**src/flash_seq_pkg.sv**
```systemverilog
// constants for the flash command sequencer host controller
// assumes a 25 MHz bus clock and a word-mode flash on the far side
package flash_seq_pkg;
    // clock and timing
    localparam int CLK_MHZ     = 25;
    localparam int COLLECT_US  = 50;
    localparam int COLLECT_CYC = COLLECT_US * CLK_MHZ;              // longest time, rounds down
    localparam int WE_LOW_NS   = 80;
    localparam int WE_CYC      = (WE_LOW_NS * CLK_MHZ + 999) / 1000; // least time, rounds up
    localparam int RD_NS       = 80;
    localparam int RD_CYC      = (RD_NS * CLK_MHZ + 999) / 1000;

    // register byte offsets
    localparam logic [7:0] REG_CTRL   = 8'h00;
    localparam logic [7:0] REG_ADDR   = 8'h04;
    localparam logic [7:0] REG_DATA   = 8'h08;
    localparam logic [7:0] REG_STATUS = 8'h0c;
    localparam logic [7:0] REG_RDATA  = 8'h10;

    // reset values
    localparam logic [18:0] ADDR_RST = 19'h00000;
    localparam logic [15:0] DATA_RST = 16'h0000;

    // status field positions
    localparam int ST_BUSY   = 0;
    localparam int ST_BYPASS = 1;
    localparam int ST_ERASE  = 2;
    localparam int ST_SUSP   = 3;
    localparam int ST_WINDOW = 4;
    localparam int ST_CHIP   = 5;
    localparam int ST_ERR    = 6;
    localparam int ST_TIMER  = 7;
    localparam int ST_POLL   = 8;
    localparam int ST_TOGGLE = 9;
    localparam int ST_TOG2   = 10;
    localparam int ST_RDYBSY = 11;

    // operation codes written to the control register
    localparam logic [3:0] OP_BYP_EN   = 4'h1;
    localparam logic [3:0] OP_BPROG    = 4'h2;
    localparam logic [3:0] OP_BYP_EXIT = 4'h3;
    localparam logic [3:0] OP_CHIP     = 4'h4;
    localparam logic [3:0] OP_SECT     = 4'h5;
    localparam logic [3:0] OP_ADD_SECT = 4'h6;
    localparam logic [3:0] OP_SUSP     = 4'h7;
    localparam logic [3:0] OP_RESUME   = 4'h8;
    localparam logic [3:0] OP_READ     = 4'h9;

    // flash command words and addresses
    localparam logic [18:0] ADDR_UNLK1  = 19'h00555;
    localparam logic [18:0] ADDR_UNLK2  = 19'h002aa;
    localparam logic [18:0] ADDR_DC     = 19'h00000;
    localparam logic [15:0] CMD_UNLK1   = 16'h00aa;
    localparam logic [15:0] CMD_UNLK2   = 16'h0055;
    localparam logic [15:0] CMD_BYPASS  = 16'h0020;
    localparam logic [15:0] CMD_PROG    = 16'h00a0;
    localparam logic [15:0] CMD_BEXIT1  = 16'h0090;
    localparam logic [15:0] CMD_BEXIT2  = 16'h0000;
    localparam logic [15:0] CMD_SETUP   = 16'h0080;
    localparam logic [15:0] CMD_CHIP    = 16'h0010;
    localparam logic [15:0] CMD_SECT    = 16'h0030;
    localparam logic [15:0] CMD_SUSP    = 16'h00b0;
    localparam logic [15:0] CMD_RESUME  = 16'h0030;
    localparam int          SECT_LSB    = 12;

    typedef enum logic [2:0] {
        S_IDLE  = 3'b000,
        S_SETUP = 3'b001,
        S_WLOW  = 3'b010,
        S_WHIGH = 3'b011,
        S_RLOW  = 3'b100
    } seq_e;
endpackage

```
**src/flash_seq_host.sv**
```systemverilog
// host controller issuing bypass, erase, suspend and resume sequences to a NOR flash
// assumes an AHB-Lite master on one side and the flash pins, synchronous to hclk, on the other
`timescale 1ns/1ns
module flash_seq_host
    import flash_seq_pkg::*;
(
    input  wire logic        hclk,         // bus clock
    input  wire logic        hresetn,      // async reset, active low
    input  wire logic        hsel,         // slave select
    input  wire logic [31:0] haddr,        // byte address
    input  wire logic [1:0]  htrans,       // transfer type
    input  wire logic        hwrite,       // write when high
    input  wire logic [2:0]  hsize,        // word only
    input  wire logic [31:0] hwdata,       // write data
    input  wire logic        hready,       // bus ready
    output logic             hreadyout,    // always ready
    output logic             hresp,        // always okay
    output logic      [31:0] hrdata,       // read data
    output logic      [18:0] f_addr,       // flash address
    output logic      [15:0] f_dq_out,     // flash data out
    output logic             f_dq_oe,      // drive data pins when high
    input  wire logic [15:0] f_dq_in,      // flash data in
    output logic             f_ce_n,       // chip enable, active low
    output logic             f_we_n,       // write enable, active low
    output logic             f_oe_n,       // output enable, active low
    input  wire logic        ready_busy_n  // flash ready/busy
);
    seq_e        state_r;
    logic [3:0]  op_r;
    logic [2:0]  idx_r;
    logic [2:0]  cnt_r;
    logic [18:0] addr_r;
    logic [15:0] data_r;
    logic [15:0] rdata_r;
    logic [18:0] f_addr_r;
    logic [15:0] f_dq_r;
    logic        bypass_r;
    logic        chip_act_r;
    logic        erase_act_r;
    logic        susp_r;
    logic        err_r;
    logic        rb_q_r;
    logic [10:0] win_cnt_r;
    logic        dph_wr_r;
    logic [7:0]  dph_addr_r;
    logic [31:0] hrdata_r;
    logic [31:0] status;

    // one command word per step of each operation
    function automatic logic [34:0] step_val(input logic [3:0] op, input logic [2:0] idx,
                                             input logic [18:0] a, input logic [15:0] d);
        logic [18:0] sa;
        sa = {a[18:SECT_LSB], 12'h000};
        case (op)
            OP_BYP_EN: begin
                if (idx == 3'd0) step_val = {ADDR_UNLK1, CMD_UNLK1};
                else if (idx == 3'd1) step_val = {ADDR_UNLK2, CMD_UNLK2};
                else step_val = {ADDR_UNLK1, CMD_BYPASS};
            end
            OP_BPROG:    step_val = (idx == 3'd0) ? {ADDR_DC, CMD_PROG} : {a, d};
            OP_BYP_EXIT: step_val = (idx == 3'd0) ? {ADDR_DC, CMD_BEXIT1}
                                                  : {ADDR_DC, CMD_BEXIT2};
            OP_CHIP, OP_SECT: begin
                case (idx)
                    3'd0, 3'd3: step_val = {ADDR_UNLK1, CMD_UNLK1};
                    3'd1, 3'd4: step_val = {ADDR_UNLK2, CMD_UNLK2};
                    3'd2:       step_val = {ADDR_UNLK1, CMD_SETUP};
                    default:    step_val = (op == OP_CHIP) ? {ADDR_UNLK1, CMD_CHIP}
                                                           : {sa, CMD_SECT};
                endcase
            end
            OP_ADD_SECT: step_val = {sa, CMD_SECT};
            OP_SUSP:     step_val = {ADDR_DC, CMD_SUSP};
            OP_RESUME:   step_val = {ADDR_DC, CMD_RESUME};
            default:     step_val = {a, 16'h0000};
        endcase
    endfunction

    // number of bus cycles per operation
    function automatic logic [2:0] n_steps(input logic [3:0] op);
        case (op)
            OP_BYP_EN:            n_steps = 3'd3;
            OP_BPROG, OP_BYP_EXIT: n_steps = 3'd2;
            OP_CHIP, OP_SECT:     n_steps = 3'd6;
            default:              n_steps = 3'd1;
        endcase
    endfunction

    // bus slave decode
    wire        a_phase  = hsel & hready & htrans[1];
    wire        wr_ctrl  = dph_wr_r & (dph_addr_r == REG_CTRL);
    wire        wr_addr  = dph_wr_r & (dph_addr_r == REG_ADDR);
    wire        wr_data  = dph_wr_r & (dph_addr_r == REG_DATA);
    wire        wr_stat  = dph_wr_r & (dph_addr_r == REG_STATUS);
    wire [3:0]  op_req   = hwdata[3:0];
    wire        idle     = (state_r == S_IDLE);
    wire        win_open = (win_cnt_r != 11'd0);
    assign hreadyout = 1'b1;
    assign hresp     = 1'b0;
    assign hrdata    = hrdata_r;

    // which operations the current flash mode admits
    wire ok_read  = (op_req == OP_READ);
    wire ok_chip  = ok_read;
    wire ok_byp   = ok_read | (op_req == OP_BPROG) | (op_req == OP_BYP_EXIT);
    wire ok_susp  = ok_read | (op_req == OP_RESUME);
    wire ok_win   = ok_read | (op_req == OP_ADD_SECT) | (op_req == OP_SUSP);
    wire ok_erase = ok_read | (op_req == OP_SUSP);
    wire ok_base  = ok_read | (op_req == OP_BYP_EN) | (op_req == OP_CHIP) |
                    (op_req == OP_SECT);
    wire legal    = chip_act_r ? ok_chip : bypass_r ? ok_byp : susp_r ? ok_susp :
                    win_open ? ok_win : erase_act_r ? ok_erase : ok_base;
    wire start    = wr_ctrl & idle & legal;
    wire refuse   = wr_ctrl & ~start;

    // sequencer step control
    wire [2:0]  last_idx  = n_steps(op_r) - 3'd1;
    wire        step_end  = (state_r == S_WHIGH);
    wire        op_done   = (step_end & (idx_r == last_idx)) |
                            ((state_r == S_RLOW) & (cnt_r == 3'd0));
    wire [2:0]  idx_nxt   = start ? 3'd0 : 3'(idx_r + 3'd1);
    wire [3:0]  op_nxt    = start ? op_req : op_r;
    wire [34:0] step_nxt  = step_val(op_nxt, idx_nxt, addr_r, data_r);
    wire        load_pins = start | (step_end & ~op_done);
    wire        rb_rise   = ready_busy_n & ~rb_q_r;
    wire        erase_end = rb_rise & ~susp_r & ~win_open & idle;

    // pin strobes decoded from the sequencer state
    assign f_ce_n   = idle;
    assign f_we_n   = (state_r != S_WLOW);
    assign f_oe_n   = (state_r != S_RLOW);
    assign f_dq_oe  = ~idle & (op_r != OP_READ);
    assign f_addr   = f_addr_r;
    assign f_dq_out = f_dq_r;

    // sequencer state machine
    always_ff @(posedge hclk or negedge hresetn) begin
        if (!hresetn) begin
            state_r <= S_IDLE;
            cnt_r   <= 3'd0;
        end else begin
            case (state_r)
                S_IDLE:  if (start) state_r <= S_SETUP;
                S_SETUP: begin
                    state_r <= (op_r == OP_READ) ? S_RLOW : S_WLOW;
                    cnt_r   <= (op_r == OP_READ) ? 3'(RD_CYC - 1) : 3'(WE_CYC - 1);
                end
                S_WLOW:  if (cnt_r == 3'd0) state_r <= S_WHIGH; else cnt_r <= cnt_r - 3'd1;
                S_WHIGH: state_r <= op_done ? S_IDLE : S_SETUP;
                S_RLOW:  if (cnt_r == 3'd0) state_r <= S_IDLE; else cnt_r <= cnt_r - 3'd1;
                default: state_r <= S_IDLE;
            endcase
        end
    end

    // operation, step index and pin values
    always_ff @(posedge hclk or negedge hresetn) begin
        if (!hresetn) begin
            op_r     <= OP_READ;
            idx_r    <= 3'd0;
            f_addr_r <= ADDR_RST;
            f_dq_r   <= DATA_RST;
        end else if (load_pins) begin
            op_r     <= op_nxt;
            idx_r    <= idx_nxt;
            f_addr_r <= step_nxt[34:16];
            f_dq_r   <= step_nxt[15:0];
        end
    end

    // flash mode tracking
    always_ff @(posedge hclk or negedge hresetn) begin
        if (!hresetn) begin
            bypass_r    <= 1'b0;
            chip_act_r  <= 1'b0;
            erase_act_r <= 1'b0;
            susp_r      <= 1'b0;
            win_cnt_r   <= 11'd0;
            rb_q_r      <= 1'b1;
        end else begin
            rb_q_r <= ready_busy_n;
            if (op_done && (op_r == OP_BYP_EN)) bypass_r <= 1'b1;
            if (op_done && (op_r == OP_BYP_EXIT)) bypass_r <= 1'b0;
            if (op_done && (op_r == OP_CHIP)) chip_act_r <= 1'b1;
            else if (erase_end) chip_act_r <= 1'b0;
            if (op_done && ((op_r == OP_SECT) || (op_r == OP_ADD_SECT))) begin
                erase_act_r <= 1'b1;
                win_cnt_r   <= 11'(COLLECT_CYC - 1);
            end else if (op_done && (op_r == OP_SUSP)) begin
                win_cnt_r   <= 11'd0;
            end else if (win_open) begin
                win_cnt_r   <= win_cnt_r - 11'd1;
            end else if (erase_end) begin
                erase_act_r <= 1'b0;
            end
            if (op_done && (op_r == OP_SUSP)) susp_r <= 1'b1;
            if (op_done && (op_r == OP_RESUME)) susp_r <= 1'b0;
        end
    end

    // software registers, read capture and refusal flag
    always_ff @(posedge hclk or negedge hresetn) begin
        if (!hresetn) begin
            addr_r  <= ADDR_RST;
            data_r  <= DATA_RST;
            rdata_r <= DATA_RST;
            err_r   <= 1'b0;
        end else begin
            if (wr_addr) addr_r <= hwdata[18:0];
            if (wr_data) data_r <= hwdata[15:0];
            if (op_done && (op_r == OP_READ)) rdata_r <= f_dq_in;
            if (refuse) err_r <= 1'b1;
            else if (wr_stat && hwdata[ST_ERR]) err_r <= 1'b0;
        end
    end

    // status word
    always_comb begin
        status            = 32'h00000000;
        status[ST_BUSY]   = ~idle;
        status[ST_BYPASS] = bypass_r;
        status[ST_ERASE]  = erase_act_r;
        status[ST_SUSP]   = susp_r;
        status[ST_WINDOW] = win_open;
        status[ST_CHIP]   = chip_act_r;
        status[ST_ERR]    = err_r;
        status[ST_TIMER]  = rdata_r[3];
        status[ST_POLL]   = rdata_r[7];
        status[ST_TOGGLE] = rdata_r[6];
        status[ST_TOG2]   = rdata_r[2];
        status[ST_RDYBSY] = ready_busy_n;
    end

    // bus address phase capture and read data
    always_ff @(posedge hclk or negedge hresetn) begin
        if (!hresetn) begin
            dph_wr_r   <= 1'b0;
            dph_addr_r <= 8'h00;
            hrdata_r   <= 32'h00000000;
        end else begin
            dph_wr_r   <= a_phase & hwrite;
            dph_addr_r <= haddr[7:0];
            if (a_phase && !hwrite) begin
                case (haddr[7:0])
                    REG_CTRL:   hrdata_r <= {28'h0000000, op_r};
                    REG_ADDR:   hrdata_r <= {13'h0000, addr_r};
                    REG_DATA:   hrdata_r <= {16'h0000, data_r};
                    REG_STATUS: hrdata_r <= status;
                    REG_RDATA:  hrdata_r <= {16'h0000, rdata_r};
                    default:    hrdata_r <= 32'h00000000;
                endcase
            end
        end
    end
endmodule

```
**config.mk**
```make
export PLATFORM = sky130hd
export DESIGN_NAME = flash_seq_host
export DESIGN_NICKNAME = d
export VERILOG_FILES = /design/src/flash_seq_pkg.sv /design/src/flash_seq_host.sv
export SDC_FILE = /design/constraint.sdc
export NUM_CORES = 1
export LEC_CHECK = 0
export ABC_AREA = 1
export BUFFER_PORTS_ARGS = -buffer_cell sky130_fd_sc_hd__clkbuf_2
export CAP_MARGIN = 20
export CORE_ASPECT_RATIO = 1.75
export CORE_UTILIZATION = 45
export DETAILED_ROUTE_END_ITERATION = 8
export PLACE_DENSITY_LB_ADDON = 0.12
export SYNTH_ARGS = -nofsm -noshare
export SYNTH_HDL_FRONTEND = slang
export SYNTH_SLANG_ARGS = --single-unit
export TNS_END_PERCENT = 20
```
**constraint.sdc**
```tcl
create_clock -name hclk -period 5 [get_ports hclk]
set_clock_uncertainty 0.1 [all_clocks]
set_input_delay 0.5 -clock hclk [delete_from_list [all_inputs] [get_ports hclk]]
set_output_delay 0.5 -clock hclk [all_outputs]
set_load 0.01 [all_outputs]
```
==> results of run 1 <==
==> kinds of logic (layout without fill, tap and decap cells) <==
kind of cell | after synthesis | in the layout
compound gates | 152 | 152
other cells | 2 | 15
flops | 144 | 144
simple gates | 418 | 418
fa+ha+maj | 4 | 4
xor+xnor | 10 | 10
buf+inv | 149 | 254
==> critical path, cell delays in order, from the launching register on <==
cell     delay, ns
dfrtp_1       0.42
inv_1         0.09
ha_1          0.20
nand2_1       0.08
nor2_1        0.16
nand3_1       0.12
a21oi_1       0.14
nand2_1       0.07
nand2_1       0.07
nand2_2       0.06
nand2_4       0.14
nand2_4       0.10
inv_2         0.18
nor2_4        0.05
buf_4         0.24
inv_2         0.40
nand2_2       0.15
nor2_4        0.26
nand2_1       0.09
nand2_1       0.07
==> power breakdown <==
group	total (µW)	switching [µW]	internal (µW)
Combinational	989	630	359
Sequential	1510	141	1370
Clock	1230	564	662
==> cells in the mapped netlist (3+ instances only) <==
cell type	n	area (µm²)
inv_2	6	22.5
inv_1	101	379
nand2_4	4	45.0
nand2_1	245	920
nand3_1	28	140
clkinv_1	3	11.3
a221oi_1	16	140
o21ai_0	72	360
nor2_1	89	334
nor3_1	8	40.0
ha_1	4	50.1
dfrtp_1	141	3530
xor2_1	10	87.6
nand4_1	8	50.1
o31ai_1	4	30.0
o21ai_1	7	35.0
clkbuf_1	22	82.6
nand3_2	4	40.0
o22ai_1	9	56.3
nand2_2	11	68.8
nor4_1	3	18.8
a21oi_1	37	185
buf_4	16	120
nor3_2	4	40.0
nor2_4	7	78.8
dfstp_2	3	78.8
==> state kept, by name (all words and copies together), names as in the netlist <==
signal and flops:
rdata_r 16, hrdata 19, rb_q_r 1, bypass_r 1
cnt_r 3, susp_r 1, dph_addr_r 8, op_r 4
idx_r 3, f_dq_out 16, data_r 16, chip_act_r 1
dph_wr_r 1, addr_r 19, state_r 3, erase_act_r 1
win_cnt_r 11, err_r 1, f_addr 19
==> area by class of cell <==
type | count | area [µm²] | share of cell area, %
Sequential cell | 144 | 3610 | 43.4
Multi-Input combinational cell | 599 | 2900 | 34.9
Timing Repair Buffer | 112 | 587 | 7.07
Clock buffer | 17 | 425 | 5.12
Inverter | 110 | 413 | 4.97
Tap cell | 186 | 233 | 2.80
Clock inverter | 15 | 144 | 1.73
==> metal layers <==
layer / part of all wire, % / vias up / track usage [%]
met5: 0 / - / 0
li1: - / 3001 / -
met2: 51 / 176 / 40.5
met4: 3.6 / 0 / 11.0
met3: 4.7 / 30 / 5.06
met1: 40 / 2788 / 28.0
==> placed cells by master, fill, tap and decap left out, types with 6 or more instances in the layout <==
master and count:
inv_2 6, clkbuf_2 106, nand2_1 245, conb_1 15, nor3_1 7, nand2_2 11, clkbuf_16 17, o21ai_0 72
xor2_1 10, nand3_1 28, nor2_1 89, nand4_1 8, dfrtp_1 141, o21ai_1 7, nor2_4 7, a221oi_1 16
a21oi_1 37, inv_1 101, o22ai_1 9
==> through the flow <==
stage               total power (µW)  std cells  setup WS, ns  area (µm²)
finish                          3720       1183          1.73        8300
global route                    3970       1183          1.45        8300
CTS                             3760       1182          1.69        8290
detailed placement              2530       1150          1.71        7720
global placement                2510       1150          1.70        7720
floorplan                       2190        892          2.52        7120
==> path summary, 6_finish.rpt <==
kind	start	endpoint	slack [ns]	cells after the start
max in group asynchronous	hresetn	data_r[6]	3.50	2
setup reg to reg	win_cnt_r[0]	f_dq_out[11]	1.73	19
hold reg to reg	f_dq_out[4]	f_dq_out[4]	0.38	2
setup / recovery	win_cnt_r[0]	f_dq_out[11]	1.73	19
hold / removal	hresetn	state_r[1]	0.08	1
min in group hclk	ready_busy_n	rb_q_r	0.10	1
==> impl_metrics.json, run 1 <==
{
  "status": "finished, final reports clean",
  "cap_violations": 0,
  "cts_max_path_buffers": 2,
  "timing.final.crit_share_pct": 65.5,
  "fp.dieH_um": 168,
  "grtUsageTotal_pct": 23.5,
  "synth-compound-area-share_pct": 12.2,
  "setup_viol": 0,
  "viasPerCell": 5.07,
  "vias": 5995,
  "drtIter0Drc": 336,
  "routedWlPerCell_um": 15.3,
  "power_density_nw_per_um2": 449,
  "syn_area_um2": 7080,
  "synth_cell_type_count": 38,
  "gp_congestion": 0.880,
  "areaGrowthSynthToFinish_pct": 17.4,
  "dieArea_um2": 16200,
  "cts_tree": "built",
  "clkTransAtPathRegs_ns": 0.07,
  "ys_seq_elements": 144,
  "worst_pin_slew_ns": 1.00,
  "dr.pass1.iters": 5,
  "cp-end-kind": "flop",
  "synth-edff-count": 0,
  "clkLatencyLatePin_ns": 0.42,
  "drive_gt1_share_pct": 18.9,
  "yosys_most_used_dff": "dfrtp_1",
  "clock-sinks": 144,
  "antenna_found_initial": 0,
  "syn_inst": 879,
  "num_antenna_cells": 0,
  "nFillCells": 1548,
  "rows": 60,
  "cp.arrival_ns": 3.54,
  "wl_um": 18000,
  "h-tree-depth": 4,
  "synth_simple_gate_area_share_pct": 25.9,
  "cts_buffers": 17,
  "fin_util_pct": 54.0,
  "peakVddDrop_mv": 0.243,
  "path_class": "reg -> reg",
  "ios": 164,
  "post_cts_buffers": 0,
  "synth_top_family_by_area": "simple AND/OR/NAND/NOR gates",
  "yosysSeqAreaShare_pct": 51.0,
  "synth-adder-area-share_pct": 0.707,
  "ant_nets": 0,
  "synth_mux_area_share_pct": 0,
  "worstPathRequired_ns": 5.27,
  "rsz0062_at_grt": "false",
  "finalSetupTns_ns": 0,
  "start_util_pct": 46.0,
  "grt_max_degree": 99,
  "min_path_type": "in -> async",
  "finalHoldViolCount": 0,
  "clock.fmax_mhz": 305,
  "grt_pass1_vias": 5759,
  "async_reset_ff_share_pct": 100,
  "core_um2": 15400,
  "postCtsHoldBufs": 0,
  "crit_path_max_fanout": 34,
  "yosysWarnings": 0,
  "die_x_um": 96.8,
  "slew_headroom_pct": 33.2,
  "numPortBuffers": 107,
  "drv_slew": 0,
  "route.detailed.drc": 0,
  "synth-xor-area-share_pct": 1.24,
  "finalCriticalPeriod_ns": 3.27,
  "grt_first_pass_wirelength_um": 29800,
  "cts-resized-gates": 0,
  "final_nets": 1079,
  "synth_area_per_cell_um2": 8.05,
  "fin_hold_ws_ns": 0.0811,
  "overflow": 0,
  "start_kind": "flop",
  "hpwl_um": 13400,
  "leakage_uw": 0.00444,
  "cts_root_buf": "clkbuf_16"
}
Note: power is estimated with default switching activity, not from simulation.
==> run 2: changes to the inputs <==
--- a/config.mk
+++ b/config.mk
@@ -5,7 +5,7 @@
 export SDC_FILE = /design/constraint.sdc
 export NUM_CORES = 1
 export LEC_CHECK = 0
-export ABC_AREA = 1
+export ABC_AREA = 0
 export BUFFER_PORTS_ARGS = -buffer_cell sky130_fd_sc_hd__clkbuf_2
 export CAP_MARGIN = 20
 export CORE_ASPECT_RATIO = 1.75
==> constraint.sdc (replaced) <==
create_clock -name hclk -period 3.4 [get_ports hclk]
set_clock_uncertainty 0.1 [all_clocks]
set_input_delay 0.34 -clock hclk [delete_from_list [all_inputs] [get_ports hclk]]
set_output_delay 0.34 -clock hclk [all_outputs]
set_load 0.01 [all_outputs]
==> impl_metrics.json, run 2 <==
{
  "status": "finished, final reports clean",
  "worstPathRequired_ns": 3.59,
  "clock.fmax_mhz": 347,
  "peakVddDrop_mv": 0.346,
  "timing.final.crit_share_pct": 84.7,
  "power_uw": 5850,
  "finalHoldViolCount": 0,
  "ys_seq_elements": 144,
  "synth_area_leader_cell": "dfrtp_1",
  "leakage_uw": 0.00402,
  "synth-edff-count": 0,
  "fin_util_pct": 55.5,
  "cts_root_buf": "clkbuf_16",
  "yosysWarnings": 0,
  "num_antenna_cells": 0,
  "start_kind": "flop",
  "cts_tree": "built",
  "finalCriticalPeriod_ns": 2.88,
  "drtIter0Drc": 404,
  "crit_chain": "inv_1 -> ha_1 -> nor4b_2 -> nand3_1 -> buf_4 -> a311oi_1 -> o21ai_1 -> buf_4 -> o22ai_1 -> buf_4 -> a2bb2oi_1",
  "postCtsHoldBufs": 6,
  "cts_max_path_buffers": 2,
  "clkTransAtPathRegs_ns": 0.07,
  "final_area_um2": 8580,
  "slew_headroom_pct": 28.0,
  "ant_nets": 0,
  "h-tree-depth": 4,
  "areaGrowthSynthToFinish_pct": 20.2,
  "wl_um": 20300,
  "post_cts_buffers": 0,
  "dieArea_um2": 16400,
  "gp_congestion": 0.832,
  "async_reset_ff_share_pct": 100,
  "die_x_um": 97.2,
  "syn_inst": 677,
  "crit_slowest_cell": "dfrtp_1",
  "routedWlPerCell_um": 20.2,
  "cap_violations": 0,
  "cp_slowest_stage_delay_ns": 0.42,
  "yosysSeqAreaShare_pct": 50.5,
  "antenna_found_initial": 0,
  "yosys-top-cells-count": "dfrtp_1 (141), nand2_1 (53), nor2_1 (46)",
  "synth_area_per_cell_um2": 10.5,
  "min_path_type": "in -> reg",
  "power_density_nw_per_um2": 682,
  "numPortBuffers": 107,
  "nFillCells": 1400,
  "fp.dieH_um": 169,
  "vias": 5933,
  "ys_top_cells_by_area": "dfrtp_1 (49%), mux2_2 (6.5%), nand2_1 (2.8%)",
  "grt_max_degree": 78,
  "cp_common_cell": "buf_4",
  "synth_most_common_cell": "dfrtp_1",
  "crit_path_max_fanout": 21,
  "fin_hold_ws_ns": 0.0171,
  "worst_pin_slew_ns": 1.08,
  "yosys_most_used_dff": "dfrtp_1",
  "path_class": "reg -> reg",
  "drv_slew": 0,
  "placed_area_um2": 7960,
  "final_common_cell": "dfrtp_1",
  "cp_top_family": "compound AO/OA/AOI/OAI gates",
  "grt_pass1_vias": 6099,
  "ios": 164,
  "hpwl_um": 15200,
  "dr.pass1.iters": 5,
  "rsz0062_at_grt": "false",
  "syn_area_um2": 7140,
  "grtUsageTotal_pct": 25.5,
  "grt_first_pass_wirelength_um": 32700,
  "start_util_pct": 46.2,
  "synth_cell_type_count": 73,
  "route.detailed.drc": 0,
  "rows": 60,
  "setup_viol": 0,
  "clock-sinks": 144,
  "overflow": 0,
  "critical_path_buf_inv_count": 4,
  "finalSetupTns_ns": 0,
  "cts-resized-gates": 0,
  "clkLatencyLatePin_ns": 0.41,
  "final_nets": 898,
  "synth_top_area_share_pct": 49.4,
  "mostFrequentLayoutCells": "dfrtp_1 (141), clkbuf_2 (106), nand2_1 (53), nor2_1 (46), mux2_2 (41)",
  "cp-end-kind": "flop",
  "drive_gt1_share_pct": 28.8,
  "viasPerCell": 5.92,
  "cp.arrival_ns": 3.07,
  "cts_buffers": 17,
  "core_um2": 15500
}
run 2: changes by cell type after synthesis, moves of 12 or more:
cell and change:
a21oi_1 -12, a22oi_1 +17, a221oi_1 -12, o21ai_0 -40
nand2_1 -192, inv_1 -84, mux2_2 +41, nor2_1 -43
run 2: kinds of logic after synthesis:
logic type / after synthesis / share of synthesized area [%]
AO/OA/AOI/OAI: 185 / 18.6
XOR/XNOR: 17 / 2.09
adder cells (fa/ha/maj): 4 / 0.701
buffers and inverters: 73 / 4.85
flip-flops: 144 / 50.5
multiplexers: 61 / 9.44
other: 2 / 0.105
AND/OR/NAND/NOR: 191 / 13.6
run 2: worst register-to-register path, stage by stage, from the launching register on:
cell	delay (ns)
dfrtp_1	0.42
inv_1	0.08
ha_1	0.20
nor4b_2	0.31
nand3_1	0.16
buf_4	0.19
a311oi_1	0.39
o21ai_1	0.15
buf_4	0.26
o22ai_1	0.24
buf_4	0.20
a2bb2oi_1	0.07
run 2: worst paths after layout:
check                             start  cells past startpoint            end  slack, ns
setup / recovery           win_cnt_r[0]                     11      f_addr[6]       0.52
min in group asynchronous       hresetn                      2  win_cnt_r[10]       0.42
setup reg to reg           win_cnt_r[0]                     11      f_addr[6]       0.52
hold / removal                 haddr[4]                      1  dph_addr_r[4]       0.02
max in group asynchronous       hresetn                      3        op_r[1]       1.93
hold reg to reg               hrdata[9]                      1      hrdata[9]       0.38
run 2: cell type report:
cell class	instances	area, µm²	share of cell area, %
repair buffers	150	880	10.2
inverters	17	63.8	0.744
clock buffers	18	439	5.12
well taps	186	233	2.71
clock inverters	14	119	1.39
multi-input cells	473	3240	37.8
flip-flops and latches	144	3610	42.0
run 2: layer usage:
layer / track usage [%] / wire length (µm)
met1: 29.0 / 7840
met2: 47.6 / 11100
met3: 3.47 / 734
met4: 10.3 / 622
met5: 0 / 0
run 2: per-stage QoR:
stage	setup WS, ns	instances
floorplan	0.788	690
global placement	0.389	963
detailed placement	0.442	964
CTS	0.512	1002
global route	0.287	1002
finish	0.520	1002
run 2: report_power, final:
part / internal (µW) / leakage [µW] / switching [µW] / total [µW]
Combinational: 788 / 0.00194 / 1000 / 1790
Clock: 978 / 0.000265 / 795 / 1770
Sequential: 2010 / 0.00181 / 276 / 2290
Total: 3780 / 0.00402 / 2070 / 5850
